`config.mk`:
```
export PLATFORM = sky130hd
export DESIGN_NAME = lslr_readout
export DESIGN_NICKNAME = d
export VERILOG_FILES = /design/src/hdl/lslr_pkg.sv /design/src/hdl/lslr_readout.sv
export SDC_FILE = /design/constraint.sdc
export NUM_CORES = 1
export LEC_CHECK = 0
export ABC_AREA = 0
export ABC_CLOCK_PERIOD_IN_PS = 10100
export BUFFER_PORTS_ARGS = -buffer_cell sky130_fd_sc_hd__buf_2
export CORE_UTILIZATION = 50
export DETAILED_ROUTE_END_ITERATION = 12
export PLACE_DENSITY = 0.68
export SLEW_MARGIN = 15
export SYNTH_ARGS = -nofsm -noshare
export SYNTH_HDL_FRONTEND = slang
export SYNTH_SLANG_ARGS = --single-unit
```
`constraint.sdc`:
```
create_clock -name mclk -period 10.1 [get_ports mclk]
set_clock_uncertainty 0.15 [all_clocks]
set_input_delay 0 -clock mclk [delete_from_list [all_inputs] [get_ports mclk]]
set_output_delay 0 -clock mclk [all_outputs]
set_load 0.005 [all_outputs]
```
`src/hdl/lslr_pkg.sv`:
```
// constants for the line sensor readout and configuration block
package lslr_pkg;
  // pixel array and line timing
  localparam int unsigned NUM_PIXELS     = 1024;
  localparam logic [10:0] PIXEL_LIMIT    = 11'h400;
  localparam logic [7:0]  FIRST_WORD_EDGE = 8'h94;  // 148th falling strobe edge
  localparam logic [5:0]  INTEG_TAIL     = 6'h2b;   // 43 master clocks after rise
  localparam int unsigned WORD_BITS      = 12;
  // serial frame layout
  localparam logic [4:0]  SPI_HDR_BITS   = 5'h08;
  localparam logic [4:0]  SPI_FRAME_BITS = 5'h10;
  localparam int unsigned ADDR_BITS      = 7;
  // configuration addresses
  localparam logic [6:0]  ADDR_MODE      = 7'h01;
  localparam logic [6:0]  ADDR_WSTART_HI = 7'h0b;
  localparam logic [6:0]  ADDR_WSTART_LO = 7'h0c;
  localparam logic [6:0]  ADDR_WCOUNT_HI = 7'h0f;
  localparam logic [6:0]  ADDR_WCOUNT_LO = 7'h10;
  localparam logic [6:0]  ADDR_SKIP      = 7'h12;
  localparam logic [6:0]  ADDR_OFFSET    = 7'h16;
  // reset values
  localparam logic        RST_MODE       = 1'h0;
  localparam logic [10:0] RST_WSTART     = 11'h000;
  localparam logic [10:0] RST_WCOUNT     = 11'h400;
  localparam logic [1:0]  RST_SKIP       = 2'h0;
  localparam logic [3:0]  RST_OFFSET     = 4'h7;
  // pin synchroniser order and idle levels
  localparam int unsigned PIN_LINE = 0;
  localparam int unsigned PIN_SCLK = 1;
  localparam int unsigned PIN_CSN  = 2;
  localparam int unsigned PIN_MOSI = 3;
  localparam int unsigned PIN_CRSTN = 4;
  localparam logic [4:0]  PIN_IDLE = 5'h15;  // line start idles high, else a false rise follows reset
  // readout states
  typedef enum logic [1:0] {
    RD_IDLE  = 2'b00,
    RD_LEAD  = 2'b01,
    RD_VIDEO = 2'b10
  } lslr_rd_e;
endpackage

```
`src/hdl/lslr_readout.sv`:
```
// line sensor readout sequencer with serial configuration port
// Notes on behaviour
// - integration lasts the low time plus 43 clocks.
// - all pixels start integrating when line start falls.
// - integration ends 43 clocks after line start rise; readout follows the rise.
// - first word appears at the 148th falling strobe edge after the rise.
// - line sync rises together with the first video word.
// - words come out in pixel order from window start.
// - next integration may overlap readout of the previous line.
// - each pixel value is a 12-bit parallel word.
// - a pixel strobe output marks each video word.
// - mode bit at address 1: 0 normal, 1 low power; resets 0.
// - low power halts readout circuitry outside the video interval.
// - window start is 11 bits at addresses 11 and 12, default 0.
// - window count is 11 bits at addresses 15 and 16, default 1024.
// - two-bit skip count at address 18, default 0.
// - four-bit offset level at address 22, default 7.
// - config reset low restores every register default.
// - frame is 7 address bits, write flag, 8 data bits, MSB first.
// - register contents can be read back on MISO.
module lslr_readout #(
  parameter int unsigned WORD_W = lslr_pkg::WORD_BITS
) (
  // clock and reset
  input  wire logic              mclk,
  input  wire logic              sys_rst,
  // line control pins
  input  wire logic              lineStartPulse,
  input  wire logic              configResetN,
  // serial configuration pins
  input  wire logic              sclk,
  input  wire logic              csN,
  input  wire logic              mosi,
  output logic                   miso,
  // converter side
  input  wire logic [WORD_W-1:0] adcWord,
  output logic [10:0]            pixelSel,
  output logic [3:0]             offsetLevel,
  output logic                   integrating,
  output logic                   readoutOn,
  // video outputs
  output logic [WORD_W-1:0]      videoWord,
  output logic                   wordValid,
  output logic                   pixStrobe,
  output logic                   lineSync
);

  // readback decode, shared by the serial read path
  function automatic logic [7:0] regRead(input logic [6:0] a, input logic m, input logic [10:0] ws,
                                         input logic [10:0] wc, input logic [1:0] sk, input logic [3:0] of);
    logic [7:0] r;
    r = 8'h00;
    if (a == lslr_pkg::ADDR_MODE) begin
      r = {7'h00, m};
    end else if (a == lslr_pkg::ADDR_WSTART_HI) begin
      r = {5'h00, ws[10:8]};
    end else if (a == lslr_pkg::ADDR_WSTART_LO) begin
      r = ws[7:0];
    end else if (a == lslr_pkg::ADDR_WCOUNT_HI) begin
      r = {5'h00, wc[10:8]};
    end else if (a == lslr_pkg::ADDR_WCOUNT_LO) begin
      r = wc[7:0];
    end else if (a == lslr_pkg::ADDR_SKIP) begin
      r = {6'h00, sk};
    end else if (a == lslr_pkg::ADDR_OFFSET) begin
      r = {4'h0, of};
    end
    return r;
  endfunction

  // pin synchronisers: a change counts once stages two and three agree
  logic [4:0] syncA_reg, syncB_reg, syncC_reg, pinClean_reg, pinPrev_reg;
  logic [4:0] pinClean_next;
  always_comb begin
    for (int i = 0; i < 5; i++) begin
      pinClean_next[i] = (syncB_reg[i] == syncC_reg[i]) ? syncC_reg[i] : pinClean_reg[i];
    end
  end
  always_ff @(posedge mclk) begin
    if (sys_rst) begin
      syncA_reg    <= lslr_pkg::PIN_IDLE;
      syncB_reg    <= lslr_pkg::PIN_IDLE;
      syncC_reg    <= lslr_pkg::PIN_IDLE;
      pinClean_reg <= lslr_pkg::PIN_IDLE;
      pinPrev_reg  <= lslr_pkg::PIN_IDLE;
    end else begin
      syncA_reg    <= {configResetN, mosi, csN, sclk, lineStartPulse};
      syncB_reg    <= syncA_reg;
      syncC_reg    <= syncB_reg;
      pinClean_reg <= pinClean_next;
      pinPrev_reg  <= pinClean_reg;
    end
  end

  logic lineRise, lineFall, sclkRise, sclkFall, csActive, mosiBit, cfgRstN;
  assign lineRise = pinClean_reg[lslr_pkg::PIN_LINE] & ~pinPrev_reg[lslr_pkg::PIN_LINE];
  assign lineFall = ~pinClean_reg[lslr_pkg::PIN_LINE] & pinPrev_reg[lslr_pkg::PIN_LINE];
  assign sclkRise = pinClean_reg[lslr_pkg::PIN_SCLK] & ~pinPrev_reg[lslr_pkg::PIN_SCLK];
  assign sclkFall = ~pinClean_reg[lslr_pkg::PIN_SCLK] & pinPrev_reg[lslr_pkg::PIN_SCLK];
  assign csActive = ~pinClean_reg[lslr_pkg::PIN_CSN];
  assign mosiBit  = pinClean_reg[lslr_pkg::PIN_MOSI];
  assign cfgRstN  = pinClean_reg[lslr_pkg::PIN_CRSTN];

  // serial port and configuration registers
  logic        mode_reg, mode_next;
  logic [10:0] winStart_reg, winStart_next, winCount_reg, winCount_next;
  logic [1:0]  skip_reg, skip_next;
  logic [3:0]  offset_reg, offset_next;
  logic [4:0]  bitCnt_reg, bitCnt_next;
  logic [7:0]  shiftIn_reg, shiftIn_next, readShift_reg, readShift_next;
  logic        isRead_reg, isRead_next, miso_reg, miso_next, wrPulse;
  logic [6:0]  hdrAddr_reg, hdrAddr_next;
  logic [6:0]  wrAddr;
  logic [7:0]  wrData;
  always_comb begin
    mode_next      = mode_reg;
    winStart_next  = winStart_reg;
    winCount_next  = winCount_reg;
    skip_next      = skip_reg;
    offset_next    = offset_reg;
    bitCnt_next    = bitCnt_reg;
    shiftIn_next   = shiftIn_reg;
    readShift_next = readShift_reg;
    isRead_next    = isRead_reg;
    miso_next      = miso_reg;
    wrPulse        = 1'b0;
    wrAddr         = shiftIn_reg[7:1];
    wrData         = {shiftIn_reg[6:0], mosiBit};
    if (!csActive) begin
      bitCnt_next = 5'h00;
      isRead_next = 1'b0;
      miso_next   = 1'b0;
    end else if (sclkRise && bitCnt_reg < lslr_pkg::SPI_FRAME_BITS) begin
      shiftIn_next = {shiftIn_reg[6:0], mosiBit};
      bitCnt_next  = bitCnt_reg + 5'h01;
      if (bitCnt_reg == lslr_pkg::SPI_HDR_BITS - 5'h01) begin
        // header done: capture address, preload readback
        isRead_next    = ~mosiBit;
        readShift_next = regRead(shiftIn_reg[6:0], mode_reg, winStart_reg, winCount_reg, skip_reg, offset_reg);
        shiftIn_next   = {shiftIn_reg[6:0], mosiBit};
      end
      if (bitCnt_reg == lslr_pkg::SPI_FRAME_BITS - 5'h01 && !isRead_reg) begin
        wrPulse = 1'b1;
      end
    end else if (sclkFall && isRead_reg && bitCnt_reg >= lslr_pkg::SPI_HDR_BITS) begin
      miso_next      = readShift_reg[7]; // msb first on falling edges
      readShift_next = {readShift_reg[6:0], 1'b0};
    end
    // header byte was stored when bit 8 arrived, so address comes from hdrAddr_reg while the shift byte holds data
    if (bitCnt_reg >= lslr_pkg::SPI_HDR_BITS) begin
      wrAddr = hdrAddr_reg;
    end
    if (wrPulse) begin
      if (wrAddr == lslr_pkg::ADDR_MODE) begin
        mode_next = wrData[0];
      end else if (wrAddr == lslr_pkg::ADDR_WSTART_HI) begin
        winStart_next[10:8] = wrData[2:0];
      end else if (wrAddr == lslr_pkg::ADDR_WSTART_LO) begin
        winStart_next[7:0] = wrData;
      end else if (wrAddr == lslr_pkg::ADDR_WCOUNT_HI) begin
        winCount_next[10:8] = wrData[2:0];
      end else if (wrAddr == lslr_pkg::ADDR_WCOUNT_LO) begin
        winCount_next[7:0] = wrData;
      end else if (wrAddr == lslr_pkg::ADDR_SKIP) begin
        skip_next = wrData[1:0];
      end else if (wrAddr == lslr_pkg::ADDR_OFFSET) begin
        offset_next = wrData[3:0];
      end
    end
    // config reset pin overrides any write in flight
    if (!cfgRstN) begin
      mode_next     = lslr_pkg::RST_MODE;
      winStart_next = lslr_pkg::RST_WSTART;
      winCount_next = lslr_pkg::RST_WCOUNT;
      skip_next     = lslr_pkg::RST_SKIP;
      offset_next   = lslr_pkg::RST_OFFSET;
    end
  end
  assign hdrAddr_next = (csActive && sclkRise && bitCnt_reg == lslr_pkg::SPI_HDR_BITS - 5'h01)
                        ? shiftIn_reg[6:0] : hdrAddr_reg;
  always_ff @(posedge mclk) begin
    if (sys_rst) begin
      mode_reg      <= lslr_pkg::RST_MODE;
      winStart_reg  <= lslr_pkg::RST_WSTART;
      winCount_reg  <= lslr_pkg::RST_WCOUNT;
      skip_reg      <= lslr_pkg::RST_SKIP;
      offset_reg    <= lslr_pkg::RST_OFFSET;
      bitCnt_reg    <= 5'h00;
      shiftIn_reg   <= 8'h00;
      readShift_reg <= 8'h00;
      isRead_reg    <= 1'b0;
      miso_reg      <= 1'b0;
      hdrAddr_reg   <= 7'h00;
    end else begin
      mode_reg      <= mode_next;
      winStart_reg  <= winStart_next;
      winCount_reg  <= winCount_next;
      skip_reg      <= skip_next;
      offset_reg    <= offset_next;
      bitCnt_reg    <= bitCnt_next;
      shiftIn_reg   <= shiftIn_next;
      readShift_reg <= readShift_next;
      isRead_reg    <= isRead_next;
      miso_reg      <= miso_next;
      hdrAddr_reg   <= hdrAddr_next;
    end
  end

  // integration window: fall opens, rise plus tail closes
  logic       integ_reg, integ_next;
  logic [5:0] tail_reg, tail_next;
  always_comb begin
    integ_next = integ_reg;
    tail_next  = tail_reg;
    if (lineFall) begin
      integ_next = 1'b1; // every pixel starts together
      tail_next  = 6'h00;
    end else if (lineRise) begin
      tail_next = lslr_pkg::INTEG_TAIL; // low time plus 43 clocks
    end else if (tail_reg != 6'h00) begin
      tail_next = tail_reg - 6'h01;
      if (tail_reg == 6'h01) begin
        integ_next = 1'b0;
      end
    end
  end
  always_ff @(posedge mclk) begin
    if (sys_rst) begin
      integ_reg <= 1'b0;
      tail_reg  <= 6'h00;
    end else begin
      integ_reg <= integ_next;
      tail_reg  <= tail_next;
    end
  end

  // readout: strobe runs at half rate, words change on its falling edge
  lslr_pkg::lslr_rd_e state_reg, state_next;
  logic [7:0]        edgeCnt_reg, edgeCnt_next;
  logic [10:0]       pixIdx_reg, pixIdx_next, left_reg, left_next, step;
  logic [WORD_W-1:0] video_reg, video_next;
  logic              strobe_reg, strobe_next, valid_reg, valid_next, sync_reg, sync_next, ron_reg, ron_next;
  logic              strobeFall;
  assign step       = {9'h000, skip_reg} + 11'h001; // skip k after each word
  assign strobeFall = strobe_reg & ~strobe_next;
  always_comb begin
    state_next   = state_reg;
    edgeCnt_next = edgeCnt_reg;
    pixIdx_next  = pixIdx_reg;
    left_next    = left_reg;
    video_next   = video_reg;
    valid_next   = valid_reg;
    sync_next    = sync_reg;
    strobe_next  = ~strobe_reg;
    if (lineRise) begin
      // readout of the captured line begins after the rise
      state_next   = lslr_pkg::RD_LEAD;
      edgeCnt_next = 8'h00;
      pixIdx_next  = winStart_reg;
      valid_next   = 1'b0;
      sync_next    = 1'b0;
    end else if (strobeFall) begin
      case (state_reg)
        lslr_pkg::RD_LEAD: begin
          edgeCnt_next = edgeCnt_reg + 8'h01;
          if (edgeCnt_next == lslr_pkg::FIRST_WORD_EDGE) begin
            if (winCount_reg == 11'h000 || pixIdx_reg >= lslr_pkg::PIXEL_LIMIT) begin
              state_next = lslr_pkg::RD_IDLE;
            end else begin
              state_next  = lslr_pkg::RD_VIDEO;
              video_next  = adcWord;
              valid_next  = 1'b1;
              sync_next   = 1'b1; // marks the first word
              pixIdx_next = pixIdx_reg + step;
              left_next   = winCount_reg - 11'h001;
            end
          end
        end
        lslr_pkg::RD_VIDEO: begin
          sync_next = 1'b0;
          if (left_reg == 11'h000 || pixIdx_reg >= lslr_pkg::PIXEL_LIMIT) begin
            state_next = lslr_pkg::RD_IDLE;
            valid_next = 1'b0;
          end else begin
            video_next  = adcWord;
            pixIdx_next = pixIdx_reg + step;
            left_next   = left_reg - 11'h001;
          end
        end
        default: begin
          valid_next = 1'b0;
        end
      endcase
    end
    // low power keeps readout circuitry off outside the video interval
    ron_next = ~mode_reg | (state_next == lslr_pkg::RD_VIDEO);
  end
  always_ff @(posedge mclk) begin
    if (sys_rst) begin
      state_reg   <= lslr_pkg::RD_IDLE;
      edgeCnt_reg <= 8'h00;
      pixIdx_reg  <= 11'h000;
      left_reg    <= 11'h000;
      video_reg   <= '0;
      valid_reg   <= 1'b0;
      sync_reg    <= 1'b0;
      strobe_reg  <= 1'b0;
      ron_reg     <= 1'b1;
    end else begin
      state_reg   <= state_next;
      edgeCnt_reg <= edgeCnt_next;
      pixIdx_reg  <= pixIdx_next;
      left_reg    <= left_next;
      video_reg   <= video_next;
      valid_reg   <= valid_next;
      sync_reg    <= sync_next;
      strobe_reg  <= strobe_next;
      ron_reg     <= ron_next;
    end
  end

  // outputs straight from flops
  assign miso        = miso_reg;
  assign pixelSel    = pixIdx_reg;
  assign offsetLevel = offset_reg;
  assign integrating = integ_reg;
  assign readoutOn   = ron_reg;
  assign videoWord   = video_reg;
  assign wordValid   = valid_reg;
  assign pixStrobe   = strobe_reg;
  assign lineSync    = sync_reg;
endmodule

```
# [Word-level counts from Yosys, hierarchy flattened]
# Index checks and enable logic that the tools add are counted.
[op_classes] order_cmp=3 n_bitwise=22 add_sub_neg=7 eq_ne=35 mux=45 reduce_logical=41
[op_table] op="$mux W11" count=8
[op_table] op="$mux W8" count=8
[op_table] op="$pmux W11 S2" count=2
[op_table] op="$eq A7 B4 Y1 const B" count=6
[op_table] op="$eq A7 B5 Y1 const B" count=6
[op_table] op="$mux W12" count=3
[op_table] op="$pmux W12 S2" count=1
[op_table] op="$logic_not A11 Y1" count=2
[op_table] op="$sub A11 B1 Y11 const B" count=2
[op_table] op="$not A1 Y1" count=17
[op_table] op="$eq A7 B1 Y1 const B" count=2
[op_table] op="$mux W6" count=2
[op_table] op="$reduce_and A4 Y1" count=3
[op_table] op="$reduce_and A6 Y1" count=2
[op_table] op="$reduce_bool A2 Y1" count=6
[op_table] op="$add A11 B3 Y11" count=1
[op_table] op="$ge A11 B11 Y1 const B" count=1
[op_table] op="$mux W1" count=10
[op_table] op="$mux W2" count=5
[op_table] op="$reduce_and A2 Y1" count=5
[op_table] op="$reduce_and A5 Y1" count=2
[op_table] op="$ne A3 B3 Y1 const B" count=3
[op_table] op="$reduce_and A3 Y1" count=3
[op_table] op="$add A8 B1 Y8 const B" count=1
[op_table] op="other kinds (29)" count=52
[totals] wordCells=187 inputBits=19 register_bits=136 output_inout_bits=33

# [Depth between registers and ports, before layout]
[logic_depth] ltp_word=10 ltp_mapped=12 depth_no_buf=8

# [Least setup slack after synthesis]
# Ideal clock, no wire load.
[synth_path] kind="reg-to-reg" start="reg state_reg[0]" end="reg left_reg[10]" setup_time_ns=0.070 arrival_time_ns=3.011 stages_incl_launch_ff=13 t_required_ns=9.880 slack_ns=6.868 n_path_buf=4 synth_period_minus_slack_ns=3.232 cell_sequence="dfxtp_1 inv_1 ha_1 buf_2 clkbuf_1 clkbuf_1 buf_1 mux2i_1 ha_1 o211ai_1 or4_1 a211o_1 a21oi_1"
[synth_via] elab_chain_cells=3 word_cells_on_any_way=8 cone_classes="eq/ne (5); mux (1); reduce/logical (2)"
[synth_lines] element="start, declared" line="lslr_readout.sv:238" text="lslr_pkg::lslr_rd_e state_reg, state_next;"
[synth_lines] element="start signal, assigned" line="lslr_readout.sv:300" text="state_reg <= lslr_pkg::RD_IDLE;"
[synth_lines] element="start signal, assigned" line="lslr_readout.sv:310" text="state_reg <= state_next;"
[synth_lines] element="$eq A2 B2 Y1 / $eq A2 B1 Y1 (equally long branches)" line="lslr_readout.sv:263" text="case (state_reg)"
[synth_lines] element="$ne A2 B2 Y1 (no line) / $reduce_bool A2 Y1 (equally long branches)"
[synth_lines] element="$reduce_and A6 Y1 (no line)"
[synth_lines] element="end signal, assigned" line="lslr_readout.sv:313" text="left_reg <= left_next;"
[synth_lines] element="end, declared" line="lslr_readout.sv:240" text="logic [10:0] pixIdx_reg, pixIdx_next, left_reg, left_next, step;"
# Parallel ways exist; a longest one is shown, timed or not.
# A chain may end at the register's enable or synchronous reset.

# [Worst setup path after layout]
# Same ends and word-level chain as after synthesis.

==> run_results.csv <==
group,metric,value,unit
clocking,cts_post_setup_buffers_inserted,0,
synth,synthArstFlopShare,0,%
timing,totalNegativeSetupSlack,0,ns
clocking,cts_inserted_buffers,17,
status,status,"finished clean",
routing,via_count,6377,
timing,maxClockFrequency,350.9,MHz
power_and_ir_drop,leakage,2.905,nW
worst_setup_path,critical_path_class,"reg -> reg",
min_path,hold_path_startpoint,"sys_rst",
final_layout,multi_input_area,3816,um2
grt,grt_usage,25.60,%
timing,setup_violations,0,
timing,worst_hold_slack,0.06340,ns
synth,synth_xor_area_share,1.538,%
routing,first_pass_iters,5,
placed_design,dp_hpwl,11.76,mm
synth,synth_edf_count,0,
synth,dominant_combinational_cell_family_by_area_after_synthesis,"simple AND/OR/NAND/NOR gates",
timing,hold_violation_total_from_the_final_report,0,
grt,initial_antenna_violation_count,0,
routing,post-route-drc-count,0,
clocking,max_h_tree_level,4,
synth,syn_area,6834,um2
worst_setup_path,crit-reg2reg-launch,"state_reg[0]$_SDFF_PP0_",
timing,relSlewSlack,30.04,%
timing,post-route-min-period,2.850,ns
run,maxCapViolCount,0,
timing,final.period_utilization,28.21,%
synth,synth-adder-area-share,2.417,%
clocking,clock_slew_at_reported_path_ffs,0.06,ns
final_layout,largest_reg_flops,12,
routing,route.detailed.wl_per_inst,17.11,um
synth,synth_warnings,0,
clocking,cts_tree,"yes",
grt,grt_first_pass_wirelength,28.90,mm
worst_setup_path,crit_path_end_kind,"flop",
floorplan,floorplan.io_pins,52,
routing,initial_drc_count,429,
worst_setup_path,crit_path_max_fanout,45,
placed_design,placement.io_buffers,51,
floorplan,floorplan.die.height,118.9,um
synth,seq_area_frac_synth,39.84,%
synth,post_synth_num_cell_types,77,
synth,syn_avg_cell_area,8.416,um2
final_layout,ff_latch_area,2723,um2
synth,yosys.area_share.simple,25.50,%
floorplan,placement_row_count,42,
clocking,cts-root-to-sink-buffers,2,
grt,number_of_global_route_vias_before_repair,5949,
clocking,clk_root_buffer_cell,"sky130_fd_sc_hd__clkbuf_16",
final_layout,synthToLayoutAreaGrowth,14.79,%
grt,pin_count_of_the_biggest_net_entering_global_routing,74,
synth,synth_compound_gate_area_share,21.48,%
power_and_ir_drop,p_total,0.001203,W
worst_setup_path,start_kind,"flop",
power_and_ir_drop,largest_vdd_supply_drop,0.1170,mV
floorplan,design.die.area,14140,um2
routing,drtAntennaViolNets,0,
grt,grt-ovfl-total,0,
floorplan,floorplan.initialDensity,51.40,%
final_layout,fillerInstances,1165,
clocking,clock-sinks,136,
synth,cells_after_synthesis,812,
final_layout,diodes,0,
synth,synth.area.mux_share,4.760,%
worst_setup_path,worst-endpoint-arrival,3.05,ns
worst_setup_path,timing.critical_path.required,10.30,ns
min_path,hold_class,"in -> reg",
timing,maxSlewViolCount,0,
final_layout,finalCoreUtilization,59.01,%
worst_setup_path,startpoint,"state_reg[0]$_SDFF_PP0_",
floorplan,die_w,118.9,um
timing,rsz_0062_raised_after_global_routing,"false",
synth,synth_seq_cells,136,
final_layout,share_of_layout_cells_above_drive_strength_1,14.04,%
synth,synth_fp_nets,842,
clocking,clk_latency,0.42,ns
routing,via_density_per_instance,6.144,
power_and_ir_drop,powerDensity,153.4,nW/um2
timing,tightestPinTransition,1.049,ns
routing,routed_wirelength,17.76,mm
final_layout,finalNetCount,881,
floorplan,coreArea,13300,um2
synth,synthFlopType,"sky130_fd_sc_hd__dfxtp_1",
placed_design,gp_congestion,0.8803,
critical path, stage by stage, from the launching register on:
cell	delay (ns)
sky130_fd_sc_hd__dfxtp_1	0.33
sky130_fd_sc_hd__inv_1	0.06
sky130_fd_sc_hd__ha_1	0.14
sky130_fd_sc_hd__buf_4	0.38
sky130_fd_sc_hd__mux2i_1	0.29
sky130_fd_sc_hd__ha_1	0.34
sky130_fd_sc_hd__o211ai_1	0.20
sky130_fd_sc_hd__or4_1	0.50
sky130_fd_sc_hd__a211o_1	0.26
sky130_fd_sc_hd__a21oi_1	0.11
placed cells by master, fill, tap and decap left out, types with 7 or more instances in the layout:
cell                            netlist  routed
sky130_fd_sc_hd__ha_1                10      10
sky130_fd_sc_hd__dfxtp_1            136     136
sky130_fd_sc_hd__a31oi_1             13      13
sky130_fd_sc_hd__o31ai_1              7       7
sky130_fd_sc_hd__nor4_1              14      14
sky130_fd_sc_hd__nor3_1              21      21
sky130_fd_sc_hd__buf_2               10      51
sky130_fd_sc_hd__nor2_1              71      71
sky130_fd_sc_hd__o211ai_1             8       8
sky130_fd_sc_hd__nand4_1             15      15
sky130_fd_sc_hd__dlygate4sd3_1        0      17
sky130_fd_sc_hd__nand2_1             53      53
sky130_fd_sc_hd__buf_4                1       7
sky130_fd_sc_hd__a211oi_1            10      10
sky130_fd_sc_hd__or3_1                7       7
sky130_fd_sc_hd__nand3_1             38      38
sky130_fd_sc_hd__clkbuf_16            0      17
sky130_fd_sc_hd__and4_1               9       9
sky130_fd_sc_hd__mux2i_1             28      28
sky130_fd_sc_hd__nor3b_1              8       8
sky130_fd_sc_hd__or2_2               13      13
sky130_fd_sc_hd__nor2b_1             17      17
sky130_fd_sc_hd__a21oi_1             61      61
sky130_fd_sc_hd__o21ai_0             55      55
sky130_fd_sc_hd__inv_1               22      22
area by class of cell:
class | count | area share (%)
clock inverter | 7 | 0.6061
inverter | 22 | 1.053
sequential | 136 | 34.70
multi-input combinational | 599 | 48.64
tap | 176 | 2.807
clock buffer | 23 | 6.093
timing repair buffer | 75 | 6.093
where the power goes:
group	internal, W	total [W]	switching (W)
logic	0.0000446	0.0000932	0.0000485
clock network	0.000329	0.000551	0.000222
registers	0.000549	0.000559	0.0000106
logic make-up after synthesis:
family	Yosys count
compound gates	226
xor+xnor	12
fa+ha+maj	13
buf+inv	77
flops	136
mux	32
simple gates	316
cells in the mapped netlist (4+ instances only):
cell	n	area, um2
sky130_fd_sc_hd__dfxtp_1	136	2723
sky130_fd_sc_hd__nor2_1	71	266.5
sky130_fd_sc_hd__a21oi_1	61	305.3
sky130_fd_sc_hd__o21ai_0	55	275.3
sky130_fd_sc_hd__nand2_1	53	198.9
sky130_fd_sc_hd__clkbuf_1	40	150.1
sky130_fd_sc_hd__nand3_1	38	190.2
sky130_fd_sc_hd__mux2i_1	28	280.3
sky130_fd_sc_hd__inv_1	22	82.58
sky130_fd_sc_hd__nor3_1	21	105.1
sky130_fd_sc_hd__nor2b_1	17	106.4
sky130_fd_sc_hd__nand4_1	15	93.84
sky130_fd_sc_hd__nor4_1	14	87.58
sky130_fd_sc_hd__a31oi_1	13	81.33
sky130_fd_sc_hd__or2_2	13	81.33
sky130_fd_sc_hd__a211oi_1	10	75.07
sky130_fd_sc_hd__buf_2	10	50.05
sky130_fd_sc_hd__ha_1	10	125.1
sky130_fd_sc_hd__and4_1	9	78.83
sky130_fd_sc_hd__nor3b_1	8	60.06
sky130_fd_sc_hd__o211ai_1	8	60.06
sky130_fd_sc_hd__o31ai_1	7	52.55
sky130_fd_sc_hd__or3_1	7	43.79
sky130_fd_sc_hd__a32oi_1	6	52.55
sky130_fd_sc_hd__nand2b_1	6	37.54
sky130_fd_sc_hd__nor4b_1	6	52.55
sky130_fd_sc_hd__o21a_1	6	45.04
sky130_fd_sc_hd__xnor2_1	6	52.55
sky130_fd_sc_hd__xor2_1	6	52.55
sky130_fd_sc_hd__a21o_1	5	37.54
sky130_fd_sc_hd__a2bb2oi_1	5	43.79
sky130_fd_sc_hd__a311oi_1	5	43.79
sky130_fd_sc_hd__and2_1	5	31.28
sky130_fd_sc_hd__and3_1	5	31.28
sky130_fd_sc_hd__o31a_1	5	43.79
sky130_fd_sc_hd__or4_1	5	37.54
sky130_fd_sc_hd__a22oi_1	4	30.03
sky130_fd_sc_hd__buf_1	4	15.01
sky130_fd_sc_hd__mux2_2	4	45.04
sky130_fd_sc_hd__nor4_2	4	50.05
per-stage QoR:
step / cell area [um2] / worst slack, ns / instances
global route: 7845 / 7.024 / 1038
floorplan: 6834 / 6.868 / 812
CTS: 7844 / 7.221 / 1038
global placement: 7148 / 7.345 / 991
finish: 7845 / 7.250 / 1038
detailed placement: 7148 / 7.232 / 991
what timing repair did:
action                                 in CTS  in global routing
endpoints found under the hold margin      17                  0
hold buffers                               17                  0
resized for setup                           0                  0
path summary, 6_finish.rpt:
| path | slack, ns | endpoint | depth (start not counted) |
|---|---|---|---|
| worst max register to register | 7.25 | left_reg[10]$_SDFFE_PP0P_ | 9 |
| worst max-delay path | 7.25 | left_reg[10]$_SDFFE_PP0P_ | 9 |
| worst min register to register | 0.26 | syncB_reg[0]$_SDFF_PP1_ | 1 |
| worst min-delay path | 0.06 | tail_reg[0]$_SDFFE_PP0P_ | 3 |
per-layer routing:
layer | up-vias | global-route usage, % | share of wire, %
met2 | 207 | 42.95 | 48
met1 | 3047 | 31.49 | 44
li1 | 3087 | - | -
met5 | - | 0 | 0
met4 | 0 | 11.00 | 2.3
met3 | 36 | 5.651 | 5.6
Power figures use the tool's default switching activity.
